## src/rxs_pkg.sv

```systemverilog
package rxs_pkg;
  // ==========================================================
  // Register map (AXI4-Lite byte addresses)
  localparam logic [3:0]  RXS_ADDR_CAUSE  = 4'h0;
  localparam logic [3:0]  RXS_ADDR_CFG    = 4'h4;
  localparam logic [3:0]  RXS_ADDR_STAT   = 4'h8;
  localparam logic [3:0]  RXS_ADDR_IRQEN  = 4'hC;
  // ==========================================================
  // Cause register bit positions
  localparam int RXS_B_POR  = 7;
  localparam int RXS_B_PIN  = 6;
  localparam int RXS_B_WDG  = 5;
  localparam int RXS_B_OPC  = 4;
  localparam int RXS_B_FET  = 3;
  localparam int RXS_B_BRN  = 1;
  // Config register bit positions
  localparam int RXS_C_WDIS = 0;
  localparam int RXS_C_STOP = 1;
  localparam int RXS_C_SHRT = 2;
  localparam int RXS_C_BPO  = 3;
  localparam int RXS_C_BRO  = 4;
  localparam logic [4:0] RXS_CFG_RST = 5'h00;
  // ==========================================================
  // Timing counts in reference clock cycles
  localparam int RXS_LONG_CNT  = 4096;
  localparam int RXS_TAIL_CNT  = 64;
  localparam int RXS_SHORT_CNT = 32;
  localparam int RXS_CNT_W     = 12;
  localparam int RXS_NIRQ      = 8;
  localparam logic [1:0] RXS_RESP_OK  = 2'h0;
  localparam logic [1:0] RXS_RESP_ERR = 2'h2;

  typedef enum logic [4:0]
  {
    RXS_RUN   = 5'h01,
    RXS_LONG  = 5'h02,
    RXS_PINLO = 5'h04,
    RXS_TAIL  = 5'h08,
    RXS_STOP  = 5'h10
  } rxs_state_e;

  typedef struct packed
  {
    logic instr_done;
    logic bad_opcode;
    logic stop_exec;
    logic opcode_fetch;
    logic unmapped;
    logic mask_i;
    logic soft_trap;
    logic trap_return;
  } rxs_cpu_s;

  typedef struct packed
  {
    logic       take;
    logic       trap_vec;
    logic [2:0] vec_idx;
  } rxs_exc_s;
endpackage : rxs_pkg

```

## src/rxs_top.sv

```systemverilog
// Design decisions made here: the AXI4-Lite interface to the registers and the placing of the registers.
`timescale 1ns/10ps
// Behaviour
// - Power-on: reset, pin low 4096 cycles
// - Then 64 more cycles before CPU release
// - Clock output on, CPU clocks held 4096
// - Power-on sets its flag, clears others
// - Watchdog overflow resets unless disabled
// - Illegal instruction sets flag and resets
// - Stop disallowed acts as illegal opcode
// - Unmapped opcode fetch resets, flag set
// - Unmapped data access never resets
// - Brown-out resets unless either disable set
// - Brown-out: 4096 after recovery, then 64
// - 12-bit counter on reference falling edge
// - Counter overflow clocks the watchdog
// - Stop clears counter; wake 32 or 4096
// - Pin reset spares counter; free-running after
// - Latched interrupt holds until serviced/masked
// - Interrupts at instruction end, unmasked, enabled
// - Highest priority first; pending retaken at return
// - Entry sets mask; return restores state
// - Soft trap ignores mask, stacks current PC
// - Resets override all interrupts
// - Break request forces soft-trap vector
// - Internal reset: pin low 32, then 32
// - Internal reset clears counter
// - Reading cause register clears it
module rxs_top
  import rxs_pkg::*;
#(
  parameter int LONG_CNT = RXS_LONG_CNT
)
(
  input  wire logic                clk_sys,
  input  wire logic                rst,
  input  wire logic                osc_ref_clock,
  input  wire logic                power_on_pulse,
  input  wire logic                brownout,
  input  wire logic                pin_reset_in_n,
  input  wire logic                break_req,
  input  wire rxs_cpu_s            cpu,
  input  wire logic [RXS_NIRQ-1:0] irq_req,
  output logic                     internal_reset,
  output logic                     pin_reset_out,
  output logic                     pin_reset_oe,
  output logic                     clock_gen_output,
  output logic                     cpu_clk_en,
  output logic                     watchdog_tick,
  output rxs_exc_s                 exc,
  output logic                     stack_pc_minus1,
  input  wire logic [3:0]          s_axi_awaddr,
  input  wire logic                s_axi_awvalid,
  output logic                     s_axi_awready,
  input  wire logic [31:0]         s_axi_wdata,
  input  wire logic [3:0]          s_axi_wstrb,
  input  wire logic                s_axi_wvalid,
  output logic                     s_axi_wready,
  output logic [1:0]               s_axi_bresp,
  output logic                     s_axi_bvalid,
  input  wire logic                s_axi_bready,
  input  wire logic [3:0]          s_axi_araddr,
  input  wire logic                s_axi_arvalid,
  output logic                     s_axi_arready,
  output logic [31:0]              s_axi_rdata,
  output logic [1:0]               s_axi_rresp,
  output logic                     s_axi_rvalid,
  input  wire logic                s_axi_rready
);
  // ==========================================================
  // Reference clock sampling (inputs treated synchronous)
  logic                  ref_d_r;
  logic                  ref_fall;
  logic [RXS_CNT_W-1:0]  cnt_r;
  logic                  cnt_ovf;
  rxs_state_e            state_r;
  logic [12:0]           phase_r;
  logic                  is_long_r;
  logic [7:0]            cause_r;
  logic [4:0]            cfg_r;
  logic [RXS_NIRQ-1:0]   irq_en_r;
  logic                  wdg_ovf;
  logic                  rst_opc;
  logic                  rst_fet;
  logic                  rst_brn;
  logic                  int_src;
  logic                  cause_rd;

  always_ff @(posedge clk_sys or posedge rst)
    if (rst)
      ref_d_r <= 1'b0;
    else
      ref_d_r <= osc_ref_clock;

  assign ref_fall = ref_d_r & ~osc_ref_clock;

  // ==========================================================
  // Reset source decode
  localparam logic [12:0] LONG_END  = 13'(LONG_CNT);
  localparam logic [12:0] TAIL_END  = 13'(RXS_TAIL_CNT);
  localparam logic [12:0] SHORT_END = 13'(RXS_SHORT_CNT);
  localparam logic [RXS_CNT_W-1:0] CNT_MAX = {RXS_CNT_W{1'b1}};

  assign cnt_ovf = ref_fall && (cnt_r == CNT_MAX);
  assign watchdog_tick = cnt_ovf;
  // Watchdog counter driven by prescaler overflow, wrap past FF is timeout
  logic [7:0] wdg_r;
  always_ff @(posedge clk_sys or posedge rst)
    if (rst)
      wdg_r <= 8'h00;
    else if (internal_reset || cfg_r[RXS_C_WDIS])
      wdg_r <= 8'h00;
    else if (cnt_ovf)
      wdg_r <= wdg_r + 8'h01;

  assign wdg_ovf = cnt_ovf && (wdg_r == 8'hFF) && !cfg_r[RXS_C_WDIS];
  assign rst_opc = cpu.bad_opcode || (cpu.stop_exec && !cfg_r[RXS_C_STOP]);
  // Data accesses to holes are ignored on purpose
  assign rst_fet = cpu.opcode_fetch && cpu.unmapped;
  assign rst_brn = brownout && !cfg_r[RXS_C_BPO] && !cfg_r[RXS_C_BRO];
  assign int_src = (state_r == RXS_RUN || state_r == RXS_STOP) &&
                   (wdg_ovf || rst_opc || rst_fet);

  // ==========================================================
  // Sequencer, phase counts reference falling edges
  always_ff @(posedge clk_sys or posedge rst)
    if (rst)
    begin
      state_r   <= RXS_LONG;
      phase_r   <= 13'h0000;
      is_long_r <= 1'b1;
    end
    else if (power_on_pulse || rst_brn)
    begin
      state_r   <= RXS_LONG;
      phase_r   <= 13'h0000;
      is_long_r <= 1'b1;
    end
    else if (int_src)
    begin
      state_r   <= RXS_PINLO;
      phase_r   <= 13'h0000;
      is_long_r <= 1'b0;
    end
    else
    begin
      case (state_r)
        RXS_RUN:
          if (cpu.stop_exec && cfg_r[RXS_C_STOP])
          begin
            state_r <= RXS_STOP;
            phase_r <= 13'h0000;
          end
        RXS_LONG:
          if (ref_fall)
          begin
            if (phase_r == LONG_END - 13'h0001)
            begin
              state_r <= RXS_TAIL;
              phase_r <= 13'h0000;
            end
            else
              phase_r <= phase_r + 13'h0001;
          end
        RXS_PINLO:
          if (ref_fall)
          begin
            if (phase_r == SHORT_END - 13'h0001)
            begin
              state_r <= RXS_TAIL;
              phase_r <= TAIL_END - SHORT_END;
            end
            else
              phase_r <= phase_r + 13'h0001;
          end
        RXS_TAIL:
          if (ref_fall)
          begin
            if (phase_r == TAIL_END - 13'h0001)
              state_r <= RXS_RUN;
            else
              phase_r <= phase_r + 13'h0001;
          end
        RXS_STOP:
          // Wake on interrupt or break; pending requests end stop
          if (ref_fall && (|(irq_req & irq_en_r) || break_req || phase_r != 13'h0000))
          begin
            if (phase_r == (cfg_r[RXS_C_SHRT] ? SHORT_END : LONG_END) - 13'h0001)
            begin
              state_r <= RXS_RUN;
              phase_r <= 13'h0000;
            end
            else
              phase_r <= phase_r + 13'h0001;
          end
        default:
          state_r <= RXS_LONG;
      endcase
    end

  // ==========================================================
  // 12-bit system counter
  always_ff @(posedge clk_sys or posedge rst)
    if (rst)
      cnt_r <= '0;
    else if (power_on_pulse || rst_brn || int_src)
      cnt_r <= '0;
    else if (state_r == RXS_STOP && phase_r == 13'h0000 &&
             !(|(irq_req & irq_en_r) || break_req))
      cnt_r <= '0;
    else if (ref_fall)
      cnt_r <= cnt_r + 1'b1;

  assign internal_reset   = (state_r != RXS_RUN) && (state_r != RXS_STOP);
  assign pin_reset_oe     = (state_r == RXS_LONG) || (state_r == RXS_PINLO);
  assign pin_reset_out    = 1'b0;
  assign clock_gen_output = 1'b1;
  assign cpu_clk_en       = (state_r != RXS_LONG) && (state_r != RXS_STOP);

  // ==========================================================
  // Reset cause register
  always_ff @(posedge clk_sys or posedge rst)
    if (rst)
      cause_r <= 8'h00;
    else if (power_on_pulse)
      cause_r <= 8'h01 << RXS_B_POR;
    else if (rst_brn)
      cause_r <= 8'h01 << RXS_B_BRN;
    else if (int_src)
      cause_r <= wdg_ovf ? (8'h01 << RXS_B_WDG) :
                 rst_opc ? (8'h01 << RXS_B_OPC) : (8'h01 << RXS_B_FET);
    else if (!pin_reset_in_n && !pin_reset_oe && state_r == RXS_RUN)
      cause_r <= 8'h01 << RXS_B_PIN;
    else if (cause_rd)
      cause_r <= 8'h00;

  // ==========================================================
  // Interrupt arbitration
  logic [RXS_NIRQ-1:0] lat_r;
  logic                lat_v_r;
  logic [2:0]          lat_idx_r;
  logic                svc_r;

  function automatic logic [2:0] rxs_prio(input logic [RXS_NIRQ-1:0] req);
    rxs_prio = 3'h0;
    for (int i = RXS_NIRQ - 1; i >= 0; i--)
      if (req[i])
        rxs_prio = 3'(i);
  endfunction : rxs_prio

  assign lat_r = irq_req & irq_en_r;

  always_ff @(posedge clk_sys or posedge rst)
    if (rst)
    begin
      lat_v_r   <= 1'b0;
      lat_idx_r <= 3'h0;
    end
    else if (internal_reset || cpu.mask_i)
      lat_v_r <= 1'b0;
    else if (!lat_v_r && |lat_r)
    begin
      lat_v_r   <= 1'b1;
      lat_idx_r <= rxs_prio(lat_r);
    end
    else if (exc.take && !exc.trap_vec)
      lat_v_r <= 1'b0;

  always_ff @(posedge clk_sys or posedge rst)
    if (rst)
      svc_r <= 1'b0;
    else if (internal_reset)
      svc_r <= 1'b0;
    else if (exc.take)
      svc_r <= 1'b1;
    else if (cpu.trap_return)
      svc_r <= 1'b0;

  always_ff @(posedge clk_sys or posedge rst)
    if (rst)
    begin
      exc             <= '0;
      stack_pc_minus1 <= 1'b0;
    end
    else
    begin
      exc.take <= 1'b0;
      if (!internal_reset && cpu.instr_done)
      begin
        if (break_req || cpu.soft_trap)
        begin
          exc.take        <= 1'b1;
          exc.trap_vec    <= 1'b1;
          stack_pc_minus1 <= 1'b0;
        end
        else if (lat_v_r && !cpu.mask_i)
        begin
          exc.take        <= 1'b1;
          exc.trap_vec    <= 1'b0;
          exc.vec_idx     <= lat_idx_r;
          stack_pc_minus1 <= 1'b1;
        end
      end
    end

  // ==========================================================
  // AXI4-Lite slave
  logic       aw_h_r;
  logic       w_h_r;
  logic [3:0] awa_r;
  logic [31:0] wd_r;
  logic [3:0] ws_r;

  assign s_axi_awready = !aw_h_r && !s_axi_bvalid;
  assign s_axi_wready  = !w_h_r && !s_axi_bvalid;
  assign s_axi_arready = !s_axi_rvalid;
  assign cause_rd = s_axi_arvalid && s_axi_arready && s_axi_araddr == RXS_ADDR_CAUSE;

  always_ff @(posedge clk_sys or posedge rst)
    if (rst)
    begin
      aw_h_r <= 1'b0;
      w_h_r  <= 1'b0;
      awa_r  <= 4'h0;
      wd_r   <= 32'h0000_0000;
      ws_r   <= 4'h0;
    end
    else if (aw_h_r && w_h_r)
    begin
      aw_h_r <= 1'b0;
      w_h_r  <= 1'b0;
    end
    else
    begin
      if (s_axi_awvalid && s_axi_awready)
      begin
        aw_h_r <= 1'b1;
        awa_r  <= s_axi_awaddr;
      end
      if (s_axi_wvalid && s_axi_wready)
      begin
        w_h_r <= 1'b1;
        wd_r  <= s_axi_wdata;
        ws_r  <= s_axi_wstrb;
      end
    end

  always_ff @(posedge clk_sys or posedge rst)
    if (rst)
    begin
      cfg_r        <= RXS_CFG_RST;
      irq_en_r     <= '0;
      s_axi_bvalid <= 1'b0;
      s_axi_bresp  <= RXS_RESP_OK;
    end
    else if (aw_h_r && w_h_r)
    begin
      s_axi_bvalid <= 1'b1;
      s_axi_bresp  <= RXS_RESP_OK;
      if (awa_r == RXS_ADDR_CFG && ws_r[0])
        cfg_r <= wd_r[4:0];
      else if (awa_r == RXS_ADDR_IRQEN && ws_r[0])
        irq_en_r <= wd_r[RXS_NIRQ-1:0];
      else if (awa_r != RXS_ADDR_CFG && awa_r != RXS_ADDR_IRQEN)
        s_axi_bresp <= RXS_RESP_ERR;
    end
    else if (s_axi_bready)
      s_axi_bvalid <= 1'b0;

  always_ff @(posedge clk_sys or posedge rst)
    if (rst)
    begin
      s_axi_rvalid <= 1'b0;
      s_axi_rdata  <= 32'h0000_0000;
      s_axi_rresp  <= RXS_RESP_OK;
    end
    else if (s_axi_arvalid && s_axi_arready)
    begin
      s_axi_rvalid <= 1'b1;
      s_axi_rresp  <= RXS_RESP_OK;
      case (s_axi_araddr)
        RXS_ADDR_CAUSE: s_axi_rdata <= {24'h000000, cause_r};
        RXS_ADDR_CFG:   s_axi_rdata <= {27'h0000000, cfg_r};
        RXS_ADDR_STAT:  s_axi_rdata <= {14'h0000, state_r, cnt_r, lat_v_r};
        RXS_ADDR_IRQEN: s_axi_rdata <= {24'h000000, irq_en_r};
        default:
        begin
          s_axi_rdata <= 32'h0000_0000;
          s_axi_rresp <= RXS_RESP_ERR;
        end
      endcase
    end
    else if (s_axi_rready)
      s_axi_rvalid <= 1'b0;
endmodule : rxs_top

```

## config.mk

```make
export PLATFORM = sky130hd
export DESIGN_NAME = rxs_top
export DESIGN_NICKNAME = d
export VERILOG_FILES = /design/src/rxs_pkg.sv /design/src/rxs_top.sv
export SDC_FILE = /design/constraint.sdc
export NUM_CORES = 1
export LEC_CHECK = 0
export BUFFER_PORTS_ARGS = -buffer_cell sky130_fd_sc_hd__clkbuf_2
export CAP_MARGIN = 15
export CORE_AREA = 4 4 101 103
export CTS_CLUSTER_DIAMETER = 40
export DETAILED_ROUTE_END_ITERATION = 16
export DIE_AREA = 0 0 105 107
export PLACE_DENSITY = 0.87
export SLEW_MARGIN = 20
export SYNTH_ARGS = -nofsm -noshare
export SYNTH_HDL_FRONTEND = slang
export SYNTH_SLANG_ARGS = --single-unit
```

## constraint.sdc

```tcl
create_clock -name clk_sys -period 7.3 [get_ports clk_sys]
set_input_delay 1.095 -clock clk_sys [delete_from_list [all_inputs] [get_ports clk_sys]]
set_output_delay 1.095 -clock clk_sys [all_outputs]
set_load 0.05 [all_outputs]
```

# Yosys cells after proc, flatten, opt, wreduce, memory -nomap -nowiden
# Cells that the tools add are included.
[word_totals]
ff_bits = 123
in_bits = 72
out_inout_bits = 53
[op_classes]
n_eq_ne = 31
addsub = 4
bitwise_logic = 7
n_mux = 67
n_reduce_logical = 81
[ops]
columns = ["op", "n"]
rows = [
  ["2-to-1 mux 13 bit", 12],
  ["case mux 18 bit (4 select lines)", 1],
  ["2-to-1 mux 5 bit", 14],
  ["case mux 13 bit (5 select lines)", 1],
  ["2-to-1 mux 8 bit", 7],
  ["2-to-1 mux 12 bit", 3],
  ["!= test 4 bit (second input constant)", 9],
  ["logical AND 1 bit", 30],
  ["2-to-1 mux 3 bit", 9],
  ["case mux 5 bit (5 select lines)", 1],
  ["logical NOT 1 bit", 15],
  ["adder 13 x 1 -> 13 bit (second input constant)", 1],
  ["equality test 13 x 12 -> 1 bit (second input constant)", 1],
  ["equality test 13 bit", 1],
  ["equality test 13 x 5 -> 1 bit (second input constant)", 1],
  ["equality test 13 x 6 -> 1 bit (second input constant)", 1],
  ["logical NOT 13 bit", 1],
  ["2-to-1 mux 1 bit", 13],
  ["nonzero test 13 bit", 1],
  ["subtractor 13 x 1 -> 13 bit (second input constant)", 1],
  ["adder 12 x 1 -> 12 bit (second input constant)", 1],
  ["equality test 12 bit (second input constant)", 1],
  ["equality test 4 bit (second input constant)", 3],
  ["logical OR 1 bit", 12],
  ["other kinds (29)", 50],
]

# Longest topological paths before layout
[logic_depth]
depth_word = 11
mapped_depth = 10
ltp_nobuf = 9

# Least setup slack after synthesis
# OpenSTA, ideal clock, no wires.
[synth_timing]
path_type = "register to output"
start = "reg state_r[1]"
end = "out pin_reset_oe"
required_time_ns = 6.205
n_path_buf = 1
path_slack_ns = 3.942
path_stages_with_launch = 4
arrival_time_ns = 2.263
cell_sequence = "dfstp_2 > buf_2 > xnor2_1 > nor4_1"
[synth_between]
elab_chain_len = 2
elab_cells_between_ends = 3
cone_classes = "eq/ne: 2; reduce/logical: 1"
[synth_lines]
columns = ["item", "line", "rtl"]
rows = [
  ["start, declared", "rxs_top.sv:76", "rxs_state_e state_r;"],
  ["start signal, assigned", "rxs_top.sv:129", "state_r <= RXS_LONG;"],
  ["start signal, assigned", "rxs_top.sv:135", "state_r <= RXS_LONG;"],
  ["start signal, assigned", "rxs_top.sv:141", "state_r <= RXS_PINLO;"],
  ["equality test 5 x 2 -> 1 bit / equality test 5 x 3 -> 1 bit (equally long branches)", "rxs_top.sv:215", "assign pin_reset_oe = (state_r == RXS_LONG) || (state_r == RXS_PINLO);"],
  ["logical OR 1 bit (*)", "rxs_top.sv:215", ""],
  ["end, declared", "rxs_top.sv:46", "output logic pin_reset_oe,"],
]
# Every way passes the cells marked *; elsewhere a longest branch is shown, timed or not.

# Final worst setup path
[layout_timing]
start = "in osc_ref_clock"
end = "out watchdog_tick"
[layout_between]
elab_chain_len = 3
[layout_lines]
columns = ["item", "line", "rtl"]
rows = [
  ["start, declared", "rxs_top.sv:37", "input wire logic osc_ref_clock,"],
  ["NOT 1 bit", "rxs_top.sv:95", "assign ref_fall = ref_d_r & ~osc_ref_clock;"],
  ["bitwise AND 1 bit", "rxs_top.sv:95", ""],
  ["logical AND 1 bit", "rxs_top.sv:104", "assign cnt_ovf = ref_fall && (cnt_r == CNT_MAX);"],
  ["end, declared", "rxs_top.sv:49", "output logic watchdog_tick,"],
]
# No other way between the ends.

==> flow_summary.ini <==
[synthesis]
synth_area_per_cell_um2 = 10.4
yosys_most_used_dff = dfrtp_1
syn_area_mm2 = 0.00533
yosys_warnings = 0
syn_inst = 514
synth_edf_count = 0
synth_cell_types = 64
ys_async_sr_fraction = 1.00
seq_area_frac_synth = 0.493
synth-seq-cells = 105

[clocking]
cts_resized = 0
clockBufferDepth = 2
clock_sinks = 105
clk_pin_slew_ps = 120
clk_latency_ps = 390
cts_tree = yes
h-tree-depth = 3
cts_buffers = 9
root_buffer = clkbuf_8
post-cts-setup-buffer-count = 0
hold_buffers = 0

[timing]
max-slew-margin-rel = 0.462
tightest_slew_ps = 807
fin_setup_tns_ps = 0
final.setup_skew_ps = 22.0
rsz0062_at_grt = no
max_clock_freq_mhz = 290
min_period_over_period = 0.472
drv_slew = 0
setup_slack_ps = 3860
period_minus_slack_ps = 3440
setup_violations = 0
final_hold_viol_count = 0

[placed_design]
post-place-ws_ps = 3770
placed_cell_area_mm2 = 0.00574
numPortBuffers = 78
gp_congestion = 0.916
dp_hpwl_um = 9340

[die]
ios = 125
coreArea_mm2 = 0.00920
chipWidth_um = 105
start_util = 0.579
num_rows = 35
die_area_mm2 = 0.0112
die_h_um = 107

[routing]
ant_nets = 0
drtIter0Drc = 261
vias = 4280
firstDrtPassIters = 5
drc = 0
via_per_inst = 6.06
wirelength_um = 12600
wl_per_cell_um = 17.8

[hold_path]
hp-class = flip-flop to flip-flop

[power]
clkPwrFrac = 0.227
total_power_uw = 1690
p_leak_uw = 0.00282
power_frac_seq = 0.455
comb_power_share = 0.318
switchingPower_uw = 679
intPower_uw = 1020
ir_worst_vdd_uv = 210
p_per_area_mw_per_mm2 = 284
power_switching_share = 0.401

[worst_setup_path]
end_kind = output pin
crit_fanout = 6
cp.arrival_ps = 2350
critPathLaunchType = input pin
cp.required_ps = 6200
criticalPathCategory = input pin to output pin

[cells_and_area]
fillers = 724
stdcell_area_mm2 = 0.00596
post-route-util = 0.648
antenna_cells = 0
area_growth_pct = 11.9
multi_input_area_mm2 = 0.00248
seqCellArea_mm2 = 0.00263
layout.nets = 666
layout-drive-gt1-share = 0.255

[global_routing]
gr-usage-all-layers = 0.231
grt_pass1_vias = 4180
grt_max_degree = 67
antenna_found_initial = 0
gr-total-overflow = 0
grt_pass1_wl_um = 20800

[outcome]
status = finished clean

[job]
cap_viol_max_count = 0
==> cells in the final DEF, fill, tap and decap left out, types with 5 or more instances in the layout <==
master,n
a21oi_1,10
a22o_1,14
a22oi_1,10
and3_1,6
clkbuf_2,78
clkbuf_8,9
conb_1,18
dfrtp_1,104
inv_1,18
mux2_2,32
nand2_1,45
nand2b_1,8
nand3_1,18
nand3b_1,6
nand4_1,8
nor2_1,48
nor2b_1,8
nor3_1,7
nor3b_1,5
nor4_1,6
o21ai_0,32
o21ai_1,7
or3_1,5
xnor2_1,10
xor2_1,10
==> synthesized netlist by cell type (4+ instances only) <==
| library cell | count | area [um^2] |
|---|---|---|
| nor2b_1 | 8 | 50.1 |
| nor4_1 | 6 | 37.5 |
| a22oi_1 | 10 | 75.1 |
| o21ai_1 | 7 | 35.0 |
| nor3b_1 | 5 | 37.5 |
| nor2_1 | 48 | 180 |
| xnor2_1 | 10 | 87.6 |
| or3_1 | 5 | 31.3 |
| nand2_1 | 45 | 169 |
| a21o_1 | 4 | 30.0 |
| buf_2 | 4 | 20.0 |
| mux2_2 | 32 | 360 |
| o21ai_0 | 32 | 160 |
| nand3b_1 | 6 | 45.0 |
| ha_1 | 4 | 50.1 |
| clkbuf_1 | 9 | 33.8 |
| nand3_1 | 18 | 90.1 |
| inv_1 | 19 | 71.3 |
| xor2_1 | 10 | 87.6 |
| nand2b_1 | 8 | 50.1 |
| a21oi_1 | 10 | 50.1 |
| dfrtp_1 | 104 | 2600 |
| buf_4 | 18 | 135 |
| and3_1 | 6 | 37.5 |
| a22o_1 | 14 | 123 |
| nand4_1 | 8 | 50.1 |
| nor3_1 | 7 | 35.0 |
==> logic make-up (layout without fill, tap and decap cells) <==
kind of cell	count (synthesis)	count (layout)	share of synthesized area
multiplexers	37	37	0.0841
other	2	18	0.00141
AND/OR/NAND/NOR	189	189	0.188
AO/OA/AOI/OAI	105	105	0.139
XOR/XNOR	20	20	0.0329
buffers and inverters	52	117	0.0517
flip-flops	105	105	0.493
adder cells (fa/ha/maj)	4	4	0.00939
==> path summary, 6_finish.rpt <==
path / to / cells past startpoint / from / slack [ps]
max reg2reg: phase_r[11] / 7 / phase_r[0] / 4280
max: watchdog_tick / 4 / osc_ref_clock / 3860
min: cause_r[1] / 2 / cause_r[1] / 500
min reg2reg: cause_r[1] / 2 / cause_r[1] / 500
max in group asynchronous: phase_r[11] / 3 / rst / 5380
min in group asynchronous: s_axi_rdata[12] / 2 / rst / 730
==> power groups by stage <==
stage,clock network [uW],logic (uW),registers [uW]
2_1_floorplan,0,402,780
3_3_place_gp,0,515,769
3_5_place_dp,0,537,778
4_1_cts,392,541,767
5_1_grt,416,589,783
6_report,385,539,771
==> cell type report <==
| cell class | count | area share |
|---|---|---|
| Timing Repair Buffer | 81 | 0.0693 |
| Clock inverter | 7 | 0.0162 |
| Clock buffer | 9 | 0.0208 |
| Sequential cell | 105 | 0.441 |
| Tap cell | 111 | 0.0233 |
| Multi-Input combinational cell | 373 | 0.417 |
| Inverter | 20 | 0.0130 |
==> state kept, by name, summed over array words and instances, names as in the netlist, 6 cells and up <==
register	flops
wd_r	8
irq_en_r	8
cnt_r	12
wdg_r	8
cause_r	6
phase_r	13
s_axi_rdata	18
==> worst max-delay path, cell delays in order <==
cell      delay (ps)
clkbuf_2         110
nand3b_4         190
nor4_4           570
clkbuf_2         380
==> routing by layer <==
layer  share of wire  up-vias  GRT usage  wire, um
met1            0.41     2114      0.301      5110
met2            0.50      177      0.383      6270
met3           0.067       27     0.0409       840
li1                -     1962          -         -
met5               0        -          0         0
met4           0.027        0     0.0947       334
==> through the flow <==
step	hold WS, ps	instances
final	502	706
after global routing	530	706
after CTS	503	706
after detailed placement	476	690
after global placement	463	690
after floorplan	445	530
No activity file was read; power rests on OpenSTA's default activity.
